### src/pkg/tks_pkg.sv
/*
 Shared constants and types for the touch key scan counters.
 Assumes a 32-bit Avalon-MM slave with byte addresses, one word per register.
*/
package tks_pkg;
    localparam int NMOD = 4;
    localparam int CNT_W = 16;
    localparam int CAP_W = 10;
    localparam int SCAN_DEPTH = 8;
    typedef logic [CNT_W-1:0] tks_cnt_t;
    typedef logic [CAP_W-1:0] tks_cap_t;
    typedef logic [7:0] tks_addr_t;
    localparam tks_cnt_t CNT_MAX = 16'hFFFF;
    localparam logic [4:0] PRE_MAX = 5'h1F;
    localparam logic [7:0] TMR_MAX = 8'hFF;
    localparam logic [1:0] SLOT_DIV_TAP = 2'h3;
    localparam logic [1:0] FREQ_RST = 2'h3;
    // register byte addresses
    localparam tks_addr_t A_PRELOAD = 8'h00;
    localparam tks_addr_t A_CTRL = 8'h04;
    localparam tks_addr_t A_FREQ = 8'h08;
    localparam tks_addr_t A_CAL_LO = 8'h0C;
    localparam tks_addr_t A_CAL_HI = 8'h10;
    localparam tks_addr_t A_IRQ_ST = 8'h14;
    localparam tks_addr_t A_IRQ_MASK = 8'h18;
    localparam tks_addr_t A_MOD_CTRL = 8'h1C;
    localparam tks_addr_t A_SCAN_WR = 8'h20;
    localparam logic [1:0] MOD_SEL = 2'h1;
    localparam logic [1:0] SUB_CF_LO = 2'h0;
    localparam logic [1:0] SUB_CF_HI = 2'h1;
    localparam logic [1:0] SUB_CAP_LO = 2'h2;
    localparam logic [1:0] SUB_CAP_HI = 2'h3;
    // register bit positions
    localparam int CS_SLOT_OVF = 6;
    localparam int CS_START = 5;
    localparam int CS_CF_OVF = 4;
    localparam int CS_CAL_OVF = 3;
    localparam int CS_SHARE = 2;
    localparam int MC_AUTO = 4;
    localparam int SW_ENTRY_LSB = 10;
    localparam int SW_MOD_LSB = 13;
    localparam int IRQ_SLOT = 0;
    localparam int IRQ_CF = 1;
    localparam int IRQ_CAL = 2;

    // divided system clock tick: 2^sel cycles per tick
    function automatic logic cal_tick(input logic [1:0] sel, input logic [2:0] div);
        logic [2:0] mask;
        mask = 3'((4'h1 << sel) - 4'h1);
        return (div & mask) == mask;
    endfunction : cal_tick
endpackage : tks_pkg

### src/pkg/tks_cnt_if.sv
/*
 Link between the scan controller and one touch key module counter set.
 Assumes all signals are on clk_i.
*/
`timescale 1ns/1ps
interface tks_cnt_if;
    import tks_pkg::*;
    logic run;
    logic clear;
    logic share;
    logic start_pulse;
    logic key_tick;
    logic slot_tick;
    logic [7:0] preload;
    tks_cnt_t cf_count;
    logic cf_wrap;
    logic slot_end;
    logic slot_done;
    modport ctl (output run, clear, share, start_pulse, key_tick, slot_tick, preload,
                 input cf_count, cf_wrap, slot_end, slot_done);
    modport cnt (input run, clear, share, start_pulse, key_tick, slot_tick, preload,
                 output cf_count, cf_wrap, slot_end, slot_done);
endinterface : tks_cnt_if

### src/rtl/tks_module.sv
/*
 One touch key module: C/F counter, 5-bit slot prescaler, 8-bit slot timer.
 Assumes tick inputs are single-cycle pulses on clk_i.
*/
`timescale 1ns/1ps
module tks_module
(
    input wire logic clk_i,
    input wire logic rst_n_i,
    tks_cnt_if.cnt c
);
    import tks_pkg::*;
    typedef struct packed {
        tks_cnt_t cf;
        logic [4:0] pre;
        logic [7:0] tmr;
        logic done;
    } tks_mod_s;
    tks_mod_s r;
    tks_mod_s n;
    logic cnt_en;

    // unshared: a module stops on its own window
    assign cnt_en = c.run & ~(r.done & ~c.share);

    always_comb
    begin
        n = r;
        if (c.start_pulse)
        begin
            n = '0;
            n.tmr = c.preload;
        end
        else if (c.clear)
        begin
            n.cf = '0;
            n.pre = '0;
            n.done = 1'b0;
        end
        else if (cnt_en)
        begin
            if (c.key_tick)
            begin
                n.cf = r.cf + 16'h0001;
            end
            if (c.slot_tick)
            begin
                n.pre = r.pre + 5'h01;
                if (r.pre == PRE_MAX)
                begin
                    n.tmr = r.tmr + 8'h01;
                    n.done = (r.tmr == TMR_MAX);
                end
            end
        end
    end

    always_ff @(posedge clk_i)
    begin
        if (!rst_n_i)
        begin
            r <= '0;
        end
        else
        begin
            r <= n;
        end
    end

    assign c.cf_count = r.cf;
    assign c.slot_done = r.done;
    assign c.cf_wrap = cnt_en & ~c.start_pulse & ~c.clear & c.key_tick & (r.cf == CNT_MAX);
    assign c.slot_end = cnt_en & ~c.start_pulse & ~c.clear & c.slot_tick & (r.pre == PRE_MAX);
endmodule : tks_module

### src/rtl/tks_sync.sv
/*
 Three-stage synchroniser with rising-edge pulse for an oscillator pin.
 Assumes the pin toggles slower than a third of clk_i.
*/
`timescale 1ns/1ps
module tks_sync
(
    input wire logic clk_i,
    input wire logic rst_n_i,
    input wire logic async_i,
    output logic rise_o
);
    typedef struct packed {
        logic s1;
        logic s2;
        logic s3;
        logic level;
    } tks_sync_s;
    tks_sync_s r;
    tks_sync_s n;

    always_comb
    begin
        n = r;
        n.s1 = async_i;
        n.s2 = r.s1;
        n.s3 = r.s2;
        // change accepted only once stages two and three agree
        if (r.s2 == r.s3)
        begin
            n.level = r.s3;
        end
    end

    always_ff @(posedge clk_i)
    begin
        if (!rst_n_i)
        begin
            r <= '0;
        end
        else
        begin
            r <= n;
        end
    end

    assign rise_o = (r.s2 == r.s3) & r.s3 & ~r.level;
endmodule : tks_sync

### src/rtl/tks_top.sv
/*
 Touch key scan counters: control, status, result registers on Avalon-MM,
 per-module counters, calibration counter, slot overflow and interrupt.
 Assumes oscillator outputs arrive asynchronously and toggle below 40 MHz.
*/
// Chosen here: the placing of the registers and the Avalon-MM register port.
// Operation
// selected slot counter overflow sets slot overflow flag and touch interrupt flag
// slot overflow stops oscillators and all counters and the slot timer
// writing one to slot overflow flag does nothing; writing zero clears it
// detect start low holds C/F, calibration and prescaler counters at zero
// detect start low leaves the 8-bit slot timer untouched
// detect start rising starts counters, slot timer and oscillators
// any C/F counter wrap sets a sticky flag cleared by writing zero
// calibration counter wrap sets a sticky flag cleared by writing zero
// share select picks module 0 counter or every module's own counter
// calibration clock is system clock divided by 1, 2, 4 or 8
// two-bit oscillator frequency select, reset to three
// calibration counter stops and holds its value on slot overflow
// C/F counters stop and hold their values on slot overflow
// auto scan loads next slot reference capacitor code at each slot end
// reference capacitance is code times 50 pF over 1024
// unimplemented bits read as zero
// slot overflow after 256 minus preload units of 32 slot clocks
// per-module slot clock is module 0 reference oscillator or system clock over 4
// 16-bit result counters wrap to zero and flag the wrap
`timescale 1ns/1ps
module tks_top
(
    input wire logic clk_i,
    input wire logic rst_n_i,
    input wire tks_pkg::tks_addr_t avs_address_i,
    input wire logic avs_read_i,
    input wire logic avs_write_i,
    input wire logic [31:0] avs_writedata_i,
    input wire logic [3:0] avs_byteenable_i,
    output logic [31:0] avs_readdata_o,
    output logic avs_waitrequest_o,
    input wire logic [tks_pkg::NMOD-1:0] key_osc_i,
    input wire logic [tks_pkg::NMOD-1:0] ref_osc_i,
    output logic [tks_pkg::NMOD-1:0] key_osc_en_o,
    output logic [tks_pkg::NMOD-1:0] ref_osc_en_o,
    output logic [1:0] osc_freq_sel_o,
    output tks_pkg::tks_cap_t [tks_pkg::NMOD-1:0] ref_cap_code_o,
    output logic irq_o
);
    import tks_pkg::*;

    typedef struct packed {
        logic ack;
        logic [31:0] rdata;
        logic [7:0] preload;
        logic start;
        logic slot_ovf;
        logic cf_ovf;
        logic cal_ovf;
        logic share;
        logic [1:0] cal_sel;
        logic [1:0] freq;
        tks_cnt_t calib;
        logic run;
        logic [2:0] div;
        logic [2:0] irq_st;
        logic [2:0] irq_mask;
        logic irq;
        logic [NMOD-1:0] tss;
        logic auto_scan;
        logic [2:0] scan_ptr;
        logic [NMOD-1:0][CAP_W-1:0] cap;
        logic [NMOD-1:0][SCAN_DEPTH-1:0][CAP_W-1:0] mem;
    } tks_top_s;

    tks_top_s r;
    tks_top_s n;
    tks_cnt_if cif[NMOD]();
    logic [NMOD-1:0] key_rise;
    logic [NMOD-1:0] ref_rise;
    logic [NMOD-1:0] done;
    logic [NMOD-1:0] wrap;
    logic [NMOD-1:0] slot_end;
    tks_cnt_t cf_cnt [NMOD];
    logic req;
    logic wr_en;
    logic start_rise;
    logic ovf_evt;
    logic cal_tk;
    logic fsys4_tk;
    logic [2:0] ptr_nxt;
    logic [31:0] rd_mux;
    logic ctrl_wr;

    function automatic logic mod_hit(input tks_addr_t a);
        return a[7:6] == MOD_SEL;
    endfunction : mod_hit

    genvar g;
    generate
        for (g = 0; g < NMOD; g++)
        begin : g_mod
            tks_sync u_key (.clk_i(clk_i), .rst_n_i(rst_n_i), .async_i(key_osc_i[g]),
                            .rise_o(key_rise[g]));
            tks_sync u_ref (.clk_i(clk_i), .rst_n_i(rst_n_i), .async_i(ref_osc_i[g]),
                            .rise_o(ref_rise[g]));
            tks_module u_cnt (.clk_i(clk_i), .rst_n_i(rst_n_i), .c(cif[g]));
            assign cif[g].run = r.run;
            assign cif[g].clear = ~r.start;
            assign cif[g].share = r.share;
            assign cif[g].start_pulse = start_rise;
            assign cif[g].key_tick = key_rise[g];
            assign cif[g].slot_tick = r.tss[g] ? fsys4_tk : ref_rise[0];
            assign cif[g].preload = r.preload;
            assign done[g] = cif[g].slot_done;
            assign wrap[g] = cif[g].cf_wrap;
            assign slot_end[g] = cif[g].slot_end;
            assign cf_cnt[g] = cif[g].cf_count;
        end
    endgenerate

    assign req = avs_read_i | avs_write_i;
    // one wait cycle per access; writes land on the edge that samples waitrequest low
    assign wr_en = avs_write_i & r.ack & avs_byteenable_i[0];
    assign start_rise = wr_en & (avs_address_i == A_CTRL)
                        & avs_writedata_i[CS_START] & ~r.start;
    assign ovf_evt = r.run & (r.share ? done[0] : &done);
    assign cal_tk = cal_tick(r.cal_sel, r.div);
    assign fsys4_tk = (r.div[1:0] == SLOT_DIV_TAP);
    assign ptr_nxt = r.scan_ptr + 3'h1;
    // software write to the control/status register
    assign ctrl_wr = wr_en & (avs_address_i == A_CTRL);

    always_comb
    begin
        rd_mux = '0;
        case (avs_address_i)
            A_PRELOAD: rd_mux[7:0] = r.preload;
            A_CTRL: rd_mux[6:0] = {r.slot_ovf, r.start, r.cf_ovf, r.cal_ovf, r.share,
                                   r.cal_sel};
            A_FREQ: rd_mux[1:0] = r.freq;
            A_CAL_LO: rd_mux[7:0] = r.calib[7:0];
            A_CAL_HI: rd_mux[7:0] = r.calib[15:8];
            A_IRQ_ST: rd_mux[2:0] = r.irq_st;
            A_IRQ_MASK: rd_mux[2:0] = r.irq_mask;
            A_MOD_CTRL: rd_mux[4:0] = {r.auto_scan, r.tss};
            default:
            begin
                if (mod_hit(avs_address_i))
                begin
                    case (avs_address_i[3:2])
                        SUB_CF_LO: rd_mux[7:0] = cf_cnt[avs_address_i[5:4]][7:0];
                        SUB_CF_HI: rd_mux[7:0] = cf_cnt[avs_address_i[5:4]][15:8];
                        SUB_CAP_LO: rd_mux[7:0] = r.cap[avs_address_i[5:4]][7:0];
                        SUB_CAP_HI: rd_mux[1:0] = r.cap[avs_address_i[5:4]][9:8];
                    endcase
                end
            end
        endcase
    end

    always_comb
    begin
        n = r;
        n.ack = req & ~r.ack;
        if (req & ~r.ack)
        begin
            n.rdata = rd_mux;
        end
        n.div = r.div + 3'h1;
        if (wr_en)
        begin
            case (avs_address_i)
                A_PRELOAD: n.preload = avs_writedata_i[7:0];
                A_CTRL:
                begin
                    n.start = avs_writedata_i[CS_START];
                    n.share = avs_writedata_i[CS_SHARE];
                    n.cal_sel = avs_writedata_i[1:0];
                    n.slot_ovf = r.slot_ovf & avs_writedata_i[CS_SLOT_OVF];
                    n.cf_ovf = r.cf_ovf & avs_writedata_i[CS_CF_OVF];
                    n.cal_ovf = r.cal_ovf & avs_writedata_i[CS_CAL_OVF];
                end
                A_FREQ: n.freq = avs_writedata_i[1:0];
                A_IRQ_ST: n.irq_st = r.irq_st & ~avs_writedata_i[2:0];
                A_IRQ_MASK: n.irq_mask = avs_writedata_i[2:0];
                A_MOD_CTRL:
                begin
                    n.tss = avs_writedata_i[NMOD-1:0];
                    n.auto_scan = avs_writedata_i[MC_AUTO];
                end
                A_SCAN_WR: n.mem[avs_writedata_i[SW_MOD_LSB+:2]][avs_writedata_i[SW_ENTRY_LSB+:3]]
                               = avs_writedata_i[CAP_W-1:0];
                default:
                begin
                    if (mod_hit(avs_address_i) && avs_address_i[3:2] == SUB_CAP_LO)
                    begin
                        n.cap[avs_address_i[5:4]][7:0] = avs_writedata_i[7:0];
                    end
                    if (mod_hit(avs_address_i) && avs_address_i[3:2] == SUB_CAP_HI)
                    begin
                        n.cap[avs_address_i[5:4]][9:8] = avs_writedata_i[1:0];
                    end
                end
            endcase
        end
        if (start_rise)
        begin
            n.run = 1'b1;
            n.scan_ptr = '0;
        end
        // calibration counter: cleared while stopped, frozen after overflow
        if (!r.start)
        begin
            n.calib = '0;
        end
        else if (r.run && cal_tk)
        begin
            n.calib = r.calib + 16'h0001;
            if (r.calib == CNT_MAX)
            begin
                n.cal_ovf = 1'b1;
                n.irq_st[IRQ_CAL] = 1'b1;
            end
        end
        if (|wrap)
        begin
            n.cf_ovf = 1'b1;
            n.irq_st[IRQ_CF] = 1'b1;
        end
        if (ovf_evt)
        begin
            n.run = 1'b0;
            n.slot_ovf = 1'b1;
            n.irq_st[IRQ_SLOT] = 1'b1;
        end
        if (!n.start)
        begin
            n.run = 1'b0;
        end
        // module 0 paces the scan table; hardware load beats a same-cycle write
        if (r.auto_scan && slot_end[0])
        begin
            n.scan_ptr = ptr_nxt;
            for (int m = 0; m < NMOD; m++)
            begin
                n.cap[m] = r.mem[m][ptr_nxt];
            end
        end
        n.irq = |(n.irq_st & n.irq_mask);
    end

    always_ff @(posedge clk_i)
    begin
        if (!rst_n_i)
        begin
            r <= '0;
            r.freq <= FREQ_RST;
        end
        else
        begin
            r <= n;
        end
    end

    assign avs_waitrequest_o = req & ~r.ack;
    assign avs_readdata_o = r.rdata;
    assign key_osc_en_o = {NMOD{r.run}};
    assign ref_osc_en_o = {NMOD{r.run}};
    assign osc_freq_sel_o = r.freq;
    // capacitance is linear in the code, so the code goes out unscaled
    assign ref_cap_code_o = r.cap;
    assign irq_o = r.irq;
endmodule : tks_top
### config.mk
export PLATFORM = sky130hd
export DESIGN_NAME = tks_top
export DESIGN_NICKNAME = d
export VERILOG_FILES = /design/src/pkg/tks_pkg.sv /design/src/pkg/tks_cnt_if.sv /design/src/rtl/tks_module.sv /design/src/rtl/tks_sync.sv /design/src/rtl/tks_top.sv
export SDC_FILE = /design/constraint.sdc
export NUM_CORES = 1
export LEC_CHECK = 0
export BUFFER_PORTS_ARGS = -buffer_cell sky130_fd_sc_hd__buf_2
export CELL_PAD_IN_SITES_DETAIL_PLACEMENT = 1
export CELL_PAD_IN_SITES_GLOBAL_PLACEMENT = 1
export CORE_ASPECT_RATIO = 0.9
export CORE_MARGIN = 4
export CORE_UTILIZATION = 54
export CTS_BUF_LIST = sky130_fd_sc_hd__clkbuf_8
export CTS_CLUSTER_DIAMETER = 100
export CTS_CLUSTER_SIZE = 10
export DETAILED_ROUTE_END_ITERATION = 6
export HOLD_SLACK_MARGIN = 0.12
export PLACE_DENSITY = 0.91
export RECOVER_POWER = 25
export SYNTH_ARGS = -nofsm -noshare
export SYNTH_HDL_FRONTEND = slang
export SYNTH_HIERARCHICAL = 1
export SYNTH_SLANG_ARGS = --single-unit
### constraint.sdc
create_clock -name clk_i -period 5.2 [get_ports clk_i]
set_input_delay 0.26 -clock clk_i [delete_from_list [all_inputs] [get_ports clk_i]]
set_output_delay 0.26 -clock clk_i [all_outputs]
set_load 0.005 [all_outputs]
* Word-level counts from Yosys, hierarchy flattened *
Index checks and enable logic that the tools add are counted.

operators by class
  reduce and logical (&&, ||, !) cells = 62
  shift operators = 1
  $add $sub $neg = 16
  eq/ne operators = 33
  multiplexer cells = 90
  bitwise operators = 67
  magnitude comparators = 8

operators with widths
  kind                                                                    number
  360-bit two-way mux                                                     1
  320-bit bitwise mux                                                     1
  320-bit two-way mux                                                     1
  40-bit two-way mux                                                      5
  80-bit demux with 2-bit select                                          1
  10-bit binary-select mux with 3-bit select                              4
  30-bit two-way mux                                                      4
  16-bit two-way mux                                                      6
  9-bit two-way mux                                                       9
  16-bit by 1-bit adder with 16-bit output (second input constant)        5
  40-bit bitwise mux                                                      2
  16-bit equality test (second input constant)                            5
  80-bit two-way mux                                                      1
  10-bit two-way mux                                                      7
  14-bit two-way mux                                                      4
  8-bit two-way mux                                                       6
  1-bit AND                                                               46
  43-bit two-way mux                                                      1
  10-bit demux with 2-bit select                                          2
  2-bit nonzero test                                                      19
  2-bit AND reduction                                                     17
  8-bit by 1-bit adder with 8-bit output (second input constant)          4
  16-bit binary-select mux with 2-bit select                              1
  8-bit by 5-bit equality test with 1-bit output (second input constant)  4
  other kinds (47)                                                        121

storage, ports and cells
  input port bits = 56
  logic and storage cells = 368
  flip-flop bits (word level) = 561

* Longest topological paths before layout *
Gate-level depths: netlist of run 1.

  depth after elaboration = 14
  mapped depth = 15
  gate-level depth less buffers = 11

* Hierarchy *
The synthesis of run 1 kept the hierarchy.

modules (own cells, without submodules)
  module      area each (um^2)  cells an instance  times used
  tks_top     19015.7           1931               1
  tks_module  1604.0            191                4
  tks_sync    133.9             11                 5

* Worst setup path before layout of run 1 *
OpenSTA, ideal clock, no wires.

  kind = in2reg
  start = input avs_address_i[4]
  end = register r (netlist bit ref_cap_code_o[8])
  data required time = 5068 ps
  arrival time = 3548 ps
  cell stages on the path = 15
  path slack = 1520 ps
  path buffers = 5
  path through = buf_4 -> buf_2 -> nor2_1 -> nand2_1 -> nor4_1 -> inv_1 -> clkbuf_1 -> and2_1 -> and2_0 -> and2_1 -> clkbuf_1 -> clkbuf_1 -> a22o_1 -> a31oi_1 -> a21oi_1

between the ends
  word-level cells in the longest chain between the ends = 12

ends and longest elaborated chain
  what                                                                                             RTL line          RTL
  from (decl)                                                                                      tks_top.sv:32     input wire tks_pkg::tks_addr_t avs_address_i,
  8-bit by 3-bit equality test with 1-bit output *                                                 tks_top.sv:122    assign start_rise = wr_en & (avs_address_i == A_CTRL)
  1-bit AND *                                                                                      --
  1-bit AND * (2 in a row)                                                                         tks_top.sv:123    & avs_writedata_i[CS_START] & ~r.start;
  net cif[0].start_pulse                                                                           tks_cnt_if.sv:11  logic start_pulse;
  1-bit inverter *                                                                                 tks_module.sv:73  assign c.slot_end = cnt_en & ~c.start_pulse & ~c.clear & c.slot_tick & (r.pre == PRE_MAX);
  1-bit AND * (4 in a row)                                                                         tks_module.sv:73
  net cif[0].slot_end                                                                              tks_cnt_if.sv:17  logic slot_end;
  1-bit logical AND *                                                                              tks_top.sv:239    if (r.auto_scan && slot_end[0])
  2-bit by 1-bit != test with 1-bit output (no source line) or 2-bit nonzero test (tied branches)  --
  2-bit AND reduction (no source line)                                                             --
  to (signal assigned)                                                                             tks_top.sv:259    r <= n;
  to (decl)                                                                                        tks_top.sv:73     tks_top_s r;

Mark *: on every way through the listed nets, which the timed path passes. The rest lies on a longest branch. The select of a mux whose other input is x is not followed.
A chain may end at the register's enable or synchronous reset.

* Worst setup path after layout of run 1 *
  start = input avs_address_i[5]
  end = register r (netlist bit ref_cap_code_o[24])

The elaborated chain is that of the path after synthesis.

==> reports/qor.yml, run 1 <==
status:
  status: "finished, violations left"
  violations: "max-capacitance violations, max-slew violations"
timing:
  setup_violations: 0
  tns_ps: 0
  finalCriticalPeriod_ps: 4720
  fmax_mhz: 212
  slew_headroom_pct: -89.7
  clock_skew_ps: 30.8
  slew_viol_final: 121
  tightest_slew_ps: 2850
  hold_viol: 0
  rsz0062_at_grt: "no"
  fin_crit_sh_pct: 90.8
final_layout:
  multi_input_area_um2: 12800
  fill_cells: 5334
  stdcell_area_um2: 26900
  layout_commonest_cell: "dfxtp_1"
  drive_gt1_share_pct: 12.2
  final-seq-area_um2: 11200
  final_cell_mix: "560 x dfxtp_1, 278 x o21ai_0, 265 x nand3_1"
  area_delta_synth_final_pct: 3.02
  nets: 2706
power_and_ir_drop:
  pwr_density_cell_nw_per_um2: 277
  power.leakage_nw: 8.54
  peakVddDrop_uv: 182
worst_setup_path:
  cp.arrival_ps: 5280
  cp.required_ps: 5750
  path_common_cell: "nand2_1"
  cpMaxStageDelayCell: "a21oi_1"
  critPathLaunch: "avs_address_i[5]"
  r2r_start: "r[403]$_SDFF_PN0_"
  crit_fanout: 17
  path_class: "input pin to register"
  startpoint_type: "input pin"
  crit_chain: "dlygate4sd3_1 -> clkbuf_1 -> nor2_1 -> dlygate4sd3_1 -> clkbuf_1 -> nand2_1 -> nor4_1 -> inv_1 -> and2_1 -> nand2_1 -> nand2_1 -> a21oi_1 -> nand2_1 -> o221ai_1"
  endpoint_kind: "register"
  critical_path.max_stage_delay_ps: 680
global_routing:
  grt_max_degree: 101
  antenna_found_initial: 2
  grtUsageTotal_pct: 32.2
  grt.overflow.total: 0
  grt_pass1_wl_mm: 132
  first_global_vias: 22800
drt:
  via_per_inst: 6.71
  top_layer_used: "met5"
  drc: 0
  routed-wl-met2_mm: 41.5
  first_iter_violations: 2265
  antenna_left: 0
  first_pass_iters: 5
  drt_wl_total_mm: 86.4
  wl_per_cell_um: 26.5
  met1_length_mm: 33.2
  vias: 21900
  wl_met3_mm: 7.06
cts:
  holdBufCountCts: 22
  path_clk_slew_ps: 80
  cts.sinks: 561
  cts_buffer_depth: 3
  cts_tree: "done"
  cts_buffers: 66
  root_buffer: "clkbuf_8"
  cts_resized: 0
  cts_max_level: 3
  clk_latency_ps: 690
  post_cts_buffers: 0
placement:
  hpwlAfterDp_mm: 56.7
  dpl_cell_area_um2: 25700
  portBuffers: 92
  place.gp.congestion: 0.972
worst_hold_path:
  min-delay-start: "avs_address_i[1]"
  hold_class: "input pin to register"
floorplanning:
  dieArea_um2: 51900
  num_rows: 76
  die_w_um: 240
  start_util_pct: 54.5
  io_pins: 140
  die_h_um: 216
  core_um2: 47800
synthesis:
  synth.avg_cell_area_um2: 9.49
  synth_warnings: 6
  synth_cells: 2747
  syn_area_um2: 26100
run:
  maxCapViolCount: 2
## layout make-up
cell class                 count  area share (%)
sequential                   561            41.8
multi-input combinational   1827            47.8
clock buffer                  70            3.59
tap                          624            2.91
clock inverter                 6           0.186
inverter                      21           0.293
antenna                        1         0.00931
timing repair buffer         149            3.39
## power by group
group	internal, mW	total (mW)	switching, mW
Sequential	4.30	4.31	0.00932
Clock	1.21	2.83	1.61
Combinational	0.0693	0.294	0.224
## per-layer routing
metal | vias up | GRT usage [%]
met5 | - | 0
met4 | 2 | 16.3
met3 | 295 | 7.62
met2 | 1036 | 53.4
met1 | 11000 | 39.3
li1 | 9526 | -
## sequential cells by signal, indices dropped and copies added, names as in the netlist, 8 cells and up
signal and count:
ref_cap_code_o 40, avs_readdata_o 8, g_mod.u_key/r 8, cif.preload 8, g_mod.u_cnt/c.cf_count 64, g_mod.u_cnt/r 52, g_mod.u_key/n 8, r 360
## worst paths after layout
path / endpoint / slack (ps) / cells after the start
min: r[373]$_SDFF_PN0_ / 230 / 5
max: ref_cap_code_o[24]$_SDFFE_PN0P_ / 480 / 14
max reg2reg: ref_cap_code_o[24]$_SDFFE_PN0P_ / 1030 / 10
min reg2reg: g_mod[0].u_key/n[1]$_SDFF_PN0_ / 440 / 1
## worst max-delay path, delay by kind of cell
family	cells	cell delay, ps
simple gates	7	2190
buf+inv	5	2010
compound gates	2	820
## through the flow
step                      util, %  setup slack (ps)  hold slack, ps  cells  power, mW
after floorplan                 -              1520             382   2770       4.60
after global placement       53.8              1490             422   3159       4.67
after detailed placement     53.8              1200             424   3159       4.68
after CTS                    56.4              1020             148   3257       7.43
after global routing         56.2               327             236   3258       7.64
final                        56.2               477             234   3259       7.43
Note: power is estimated with default switching activity, not from simulation.
==> run 2, diff against run 1 <==
--- a/config.mk
+++ b/config.mk
@@ -5,12 +5,13 @@
 export SDC_FILE = /design/constraint.sdc
 export NUM_CORES = 1
 export LEC_CHECK = 0
+export ABC_AREA = 1
 export BUFFER_PORTS_ARGS = -buffer_cell sky130_fd_sc_hd__buf_2
 export CELL_PAD_IN_SITES_DETAIL_PLACEMENT = 1
 export CELL_PAD_IN_SITES_GLOBAL_PLACEMENT = 1
 export CORE_ASPECT_RATIO = 0.9
 export CORE_MARGIN = 4
-export CORE_UTILIZATION = 54
+export CORE_UTILIZATION = 50
 export CTS_BUF_LIST = sky130_fd_sc_hd__clkbuf_8
 export CTS_CLUSTER_DIAMETER = 100
 export CTS_CLUSTER_SIZE = 10
==> reports/qor.yml, run 2 <==
worst_setup_path:
  endpoint_kind: "register"
  cp.arrival_ps: 5120  # -160 ps
  cpMaxStageDelayCell: "nand2_1"
  startpoint_type: "register"
  path_class: "register to register"
  cp.required_ps: 5820  # +70 ps
  rr_endpoint: "ref_cap_code_o[38]$_SDFFE_PN0P_"
  r2r_start: "r[444]$_SDFF_PN0_"
  path_common_cell: "nand2_1"
  critical_path.max_stage_delay_ps: 580  # -100 ps
  crit_chain: "nand3_1 -> clkinv_1 -> nand3_1 -> nor2_1 -> nand2_1 -> inv_1 -> nor2_8 -> inv_4 -> nor3_4 -> nand2_1 -> inv_1 -> nand2_1 -> a21oi_1 -> nor2_1 -> nand3_1 -> nand2_1 -> nor2_1"
  r2r_cells: 17  # +7
  reg2reg_slack_ps: 700  # -330 ps
  crit_fanout: 17  # unchanged
final_layout:
  final_cell_mix: "1,106 x nand2_1, 560 x dfxtp_1, 486 x a21oi_1"
  drive_gt1_share_pct: 7.76  # -4.5 points
  nets: 4156  # +54%
  stdcell_area_um2: 29800  # +11%
  largest_reg_flops: 360  # unchanged
  multi_input_area_um2: 14700  # +15%
  final-seq-area_um2: 11200  # unchanged
  layout_commonest_cell: "nand2_1"
  fill_cells: 7542  # +41%
  area_delta_synth_final_pct: 3.54
  largest-register: "r"
synthesis:
  synthArstFlopShare_pct: 0
  ys_types: 45
  synth_top_area_cell: "dfxtp_1"
  ys_ff_latch: 561
  synth_warnings: 6  # unchanged
  synth.most_common_cell: "nand2_1"
  syn_area_um2: 28800  # +11%
  synth_top_flop_cell: "dfxtp_1"
  synth.avg_cell_area_um2: 6.91  # -27%
  synth_cells: 4174  # +52%
  synth_top_area_share_pct: 39.0
  synth_area_leaders: "dfxtp_1 39%, nand2_1 14%, a21oi_1 8.4%, o21ai_0 7.8%, nor2_1 5.5%"
  synth_top_cells_by_count: "1,110 x nand2_1, 561 x dfxtp_1, 486 x a21oi_1"
  yosysSeqAreaShare_pct: 39.0
  synth-edff-count: 0
floorplanning:
  dieArea_um2: 61600  # +19%
  start_util_pct: 50.6  # -4.0 points
  num_rows: 83  # +9.2%
  die_h_um: 236  # +8.9%
  die_w_um: 261  # +8.9%
  io_pins: 140  # unchanged
  core_um2: 57000  # +19%
timing:
  tightest_slew_ps: 1150  # -1700 ps
  slew_viol_final: 0  # -100%
  hold_viol: 0  # unchanged
  clock_skew_ps: 50.6  # +19.8 ps
  finalCriticalPeriod_ps: 4500  # -219 ps
  setup_violations: 0  # unchanged
  slew_headroom_pct: 23.4  # +110 points
  fin_crit_sh_pct: 86.6  # -4.2 points
  rsz0062_at_grt: "no"
  tns_ps: 0  # unchanged
  fmax_mhz: 222  # +4.9%
cts:
  cts_buffers: 66  # unchanged
  path_clk_slew_ps: 90  # about the same
  post_cts_buffers: 0  # unchanged
  cts.sinks: 561  # unchanged
  clk_latency_ps: 700  # about the same
  cts_buffer_depth: 3  # unchanged
  cts_max_level: 3  # unchanged
  root_buffer: "clkbuf_8"
  cts_tree: "done"
worst_hold_path:
  holdPathStages: 4  # -1
  min-delay-start: "avs_writedata_i[8]"
  min_to: "r[138]$_SDFFE_PN0P_"
  hold_class: "input pin to register"
placement:
  dpl_cell_area_um2: 28700  # +11%
  place.gp.congestion: 0.926  # -4.7%
  portBuffers: 92  # unchanged
  hpwlAfterDp_mm: 68.5  # +21%
drt:
  drt_wl_total_mm: 106  # +22%
  wl_per_cell_um: 21.8  # -18%
  vias: 28900  # +32%
  first_iter_violations: 2974  # +31%
  antenna_left: 0  # unchanged
  via_per_inst: 5.95  # -11%
  first_pass_iters: 7  # +2
  drc: 0  # unchanged
global_routing:
  grt_max_degree: 201  # +99%
  first_global_vias: 29000  # +27%
  grtUsageTotal_pct: 33.2  # +0.93 points
  antenna_found_initial: 6  # +4
  grt.overflow.total: 0  # unchanged
  grt_pass1_wl_mm: 164  # +24%
power_and_ir_drop:
  pwr_density_cell_nw_per_um2: 254  # -8.1%
  power.leakage_nw: 12.8  # +50%
  peakVddDrop_uv: 170  # -6.5%
status:
  status: "complete, no violations"
run:
  maxCapViolCount: 0  # -2
run 2: cell type report:
cell class                      count  share of cell area [%]
Clock inverter                      8                   0.201
Timing Repair Buffer              140                    3.01
Antenna cell                        4                  0.0335
Clock buffer                       67                    3.09
Multi-Input combinational cell   3038                    49.4
Sequential cell                   561                    37.6
Inverter                          269                    3.44
Tap cell                          765                    3.21
run 2: cell families (layout without fill, tap and decap cells):
logic type               count (synthesis)  in the layout  synth area share (%)
buffers and inverters                  598            484                  10.2
other                                    1             28                0.0130
flip-flops                             561            561                  39.0
AND/OR/NAND/NOR                       1981           1981                  31.4
adder cells (fa/ha/maj)                 24             24                  1.04
AO/OA/AOI/OAI                          978            978                  17.4
XOR/XNOR                                31             31                 0.942
run 2: worst max path at each step:
stage,cells after the start,start,end,slack (ps)
floorplan,21,r[444]$_SDFF_PN0_,ref_cap_code_o[18]$_SDFFE_PN0P_,2300
global placement,18,avs_write_i,ref_cap_code_o[19]$_SDFFE_PN0P_,1080
detailed placement,18,avs_write_i,ref_cap_code_o[38]$_SDFFE_PN0P_,920
CTS,17,r[444]$_SDFF_PN0_,ref_cap_code_o[38]$_SDFFE_PN0P_,890
global route,17,r[444]$_SDFF_PN0_,ref_cap_code_o[23]$_SDFFE_PN0P_,530
finish,17,r[444]$_SDFF_PN0_,ref_cap_code_o[38]$_SDFFE_PN0P_,700
run 2: per-layer routing:
layer  part of all wire, %  vias to the layer above  global-route usage [%]
li1                      -                    13200                       -
met1                    42                    14200                    44.4
met2                    44                     1160                    51.1
met3                   8.3                      324                    7.28
met4                   5.2                        2                    15.2
met5                0.0066                        -                       0
run 2: timing repair:
action                                 in CTS  in global routing
hold buffers                               24                  0
endpoints found under the hold margin      85                  0
resized for setup                           0                  0
run 2: critical path: cells and delay by family (launching register included):
kind            cells  cell delay, ps
flops               1             350
simple gates       12            2810
compound gates      1             410
buf+inv             4             830
run 2: report_power, final:
group | internal [mW] | leakage (nW) | switching, mW
Sequential | 4.32 | 4.53 | 0.0364
Combinational | 0.0859 | 7.80 | 0.307
Clock | 1.17 | 0.512 | 1.67
run 2: metrics by stage:
stage / worst slack [ps] / power, mW / hold slack, ps / std cells / utilization, %
2_1_floorplan: 2300 / 4.69 / 353 / 4197 / -
3_3_place_gp: 1080 / 4.81 / 394 / 4749 / 50.3
3_5_place_dp: 915 / 4.82 / 401 / 4749 / 50.3
4_1_cts: 893 / 7.59 / 138 / 4848 / 52.4
5_1_grt: 527 / 7.80 / 194 / 4851 / 52.3
6_report: 696 / 7.59 / 187 / 4852 / 52.3
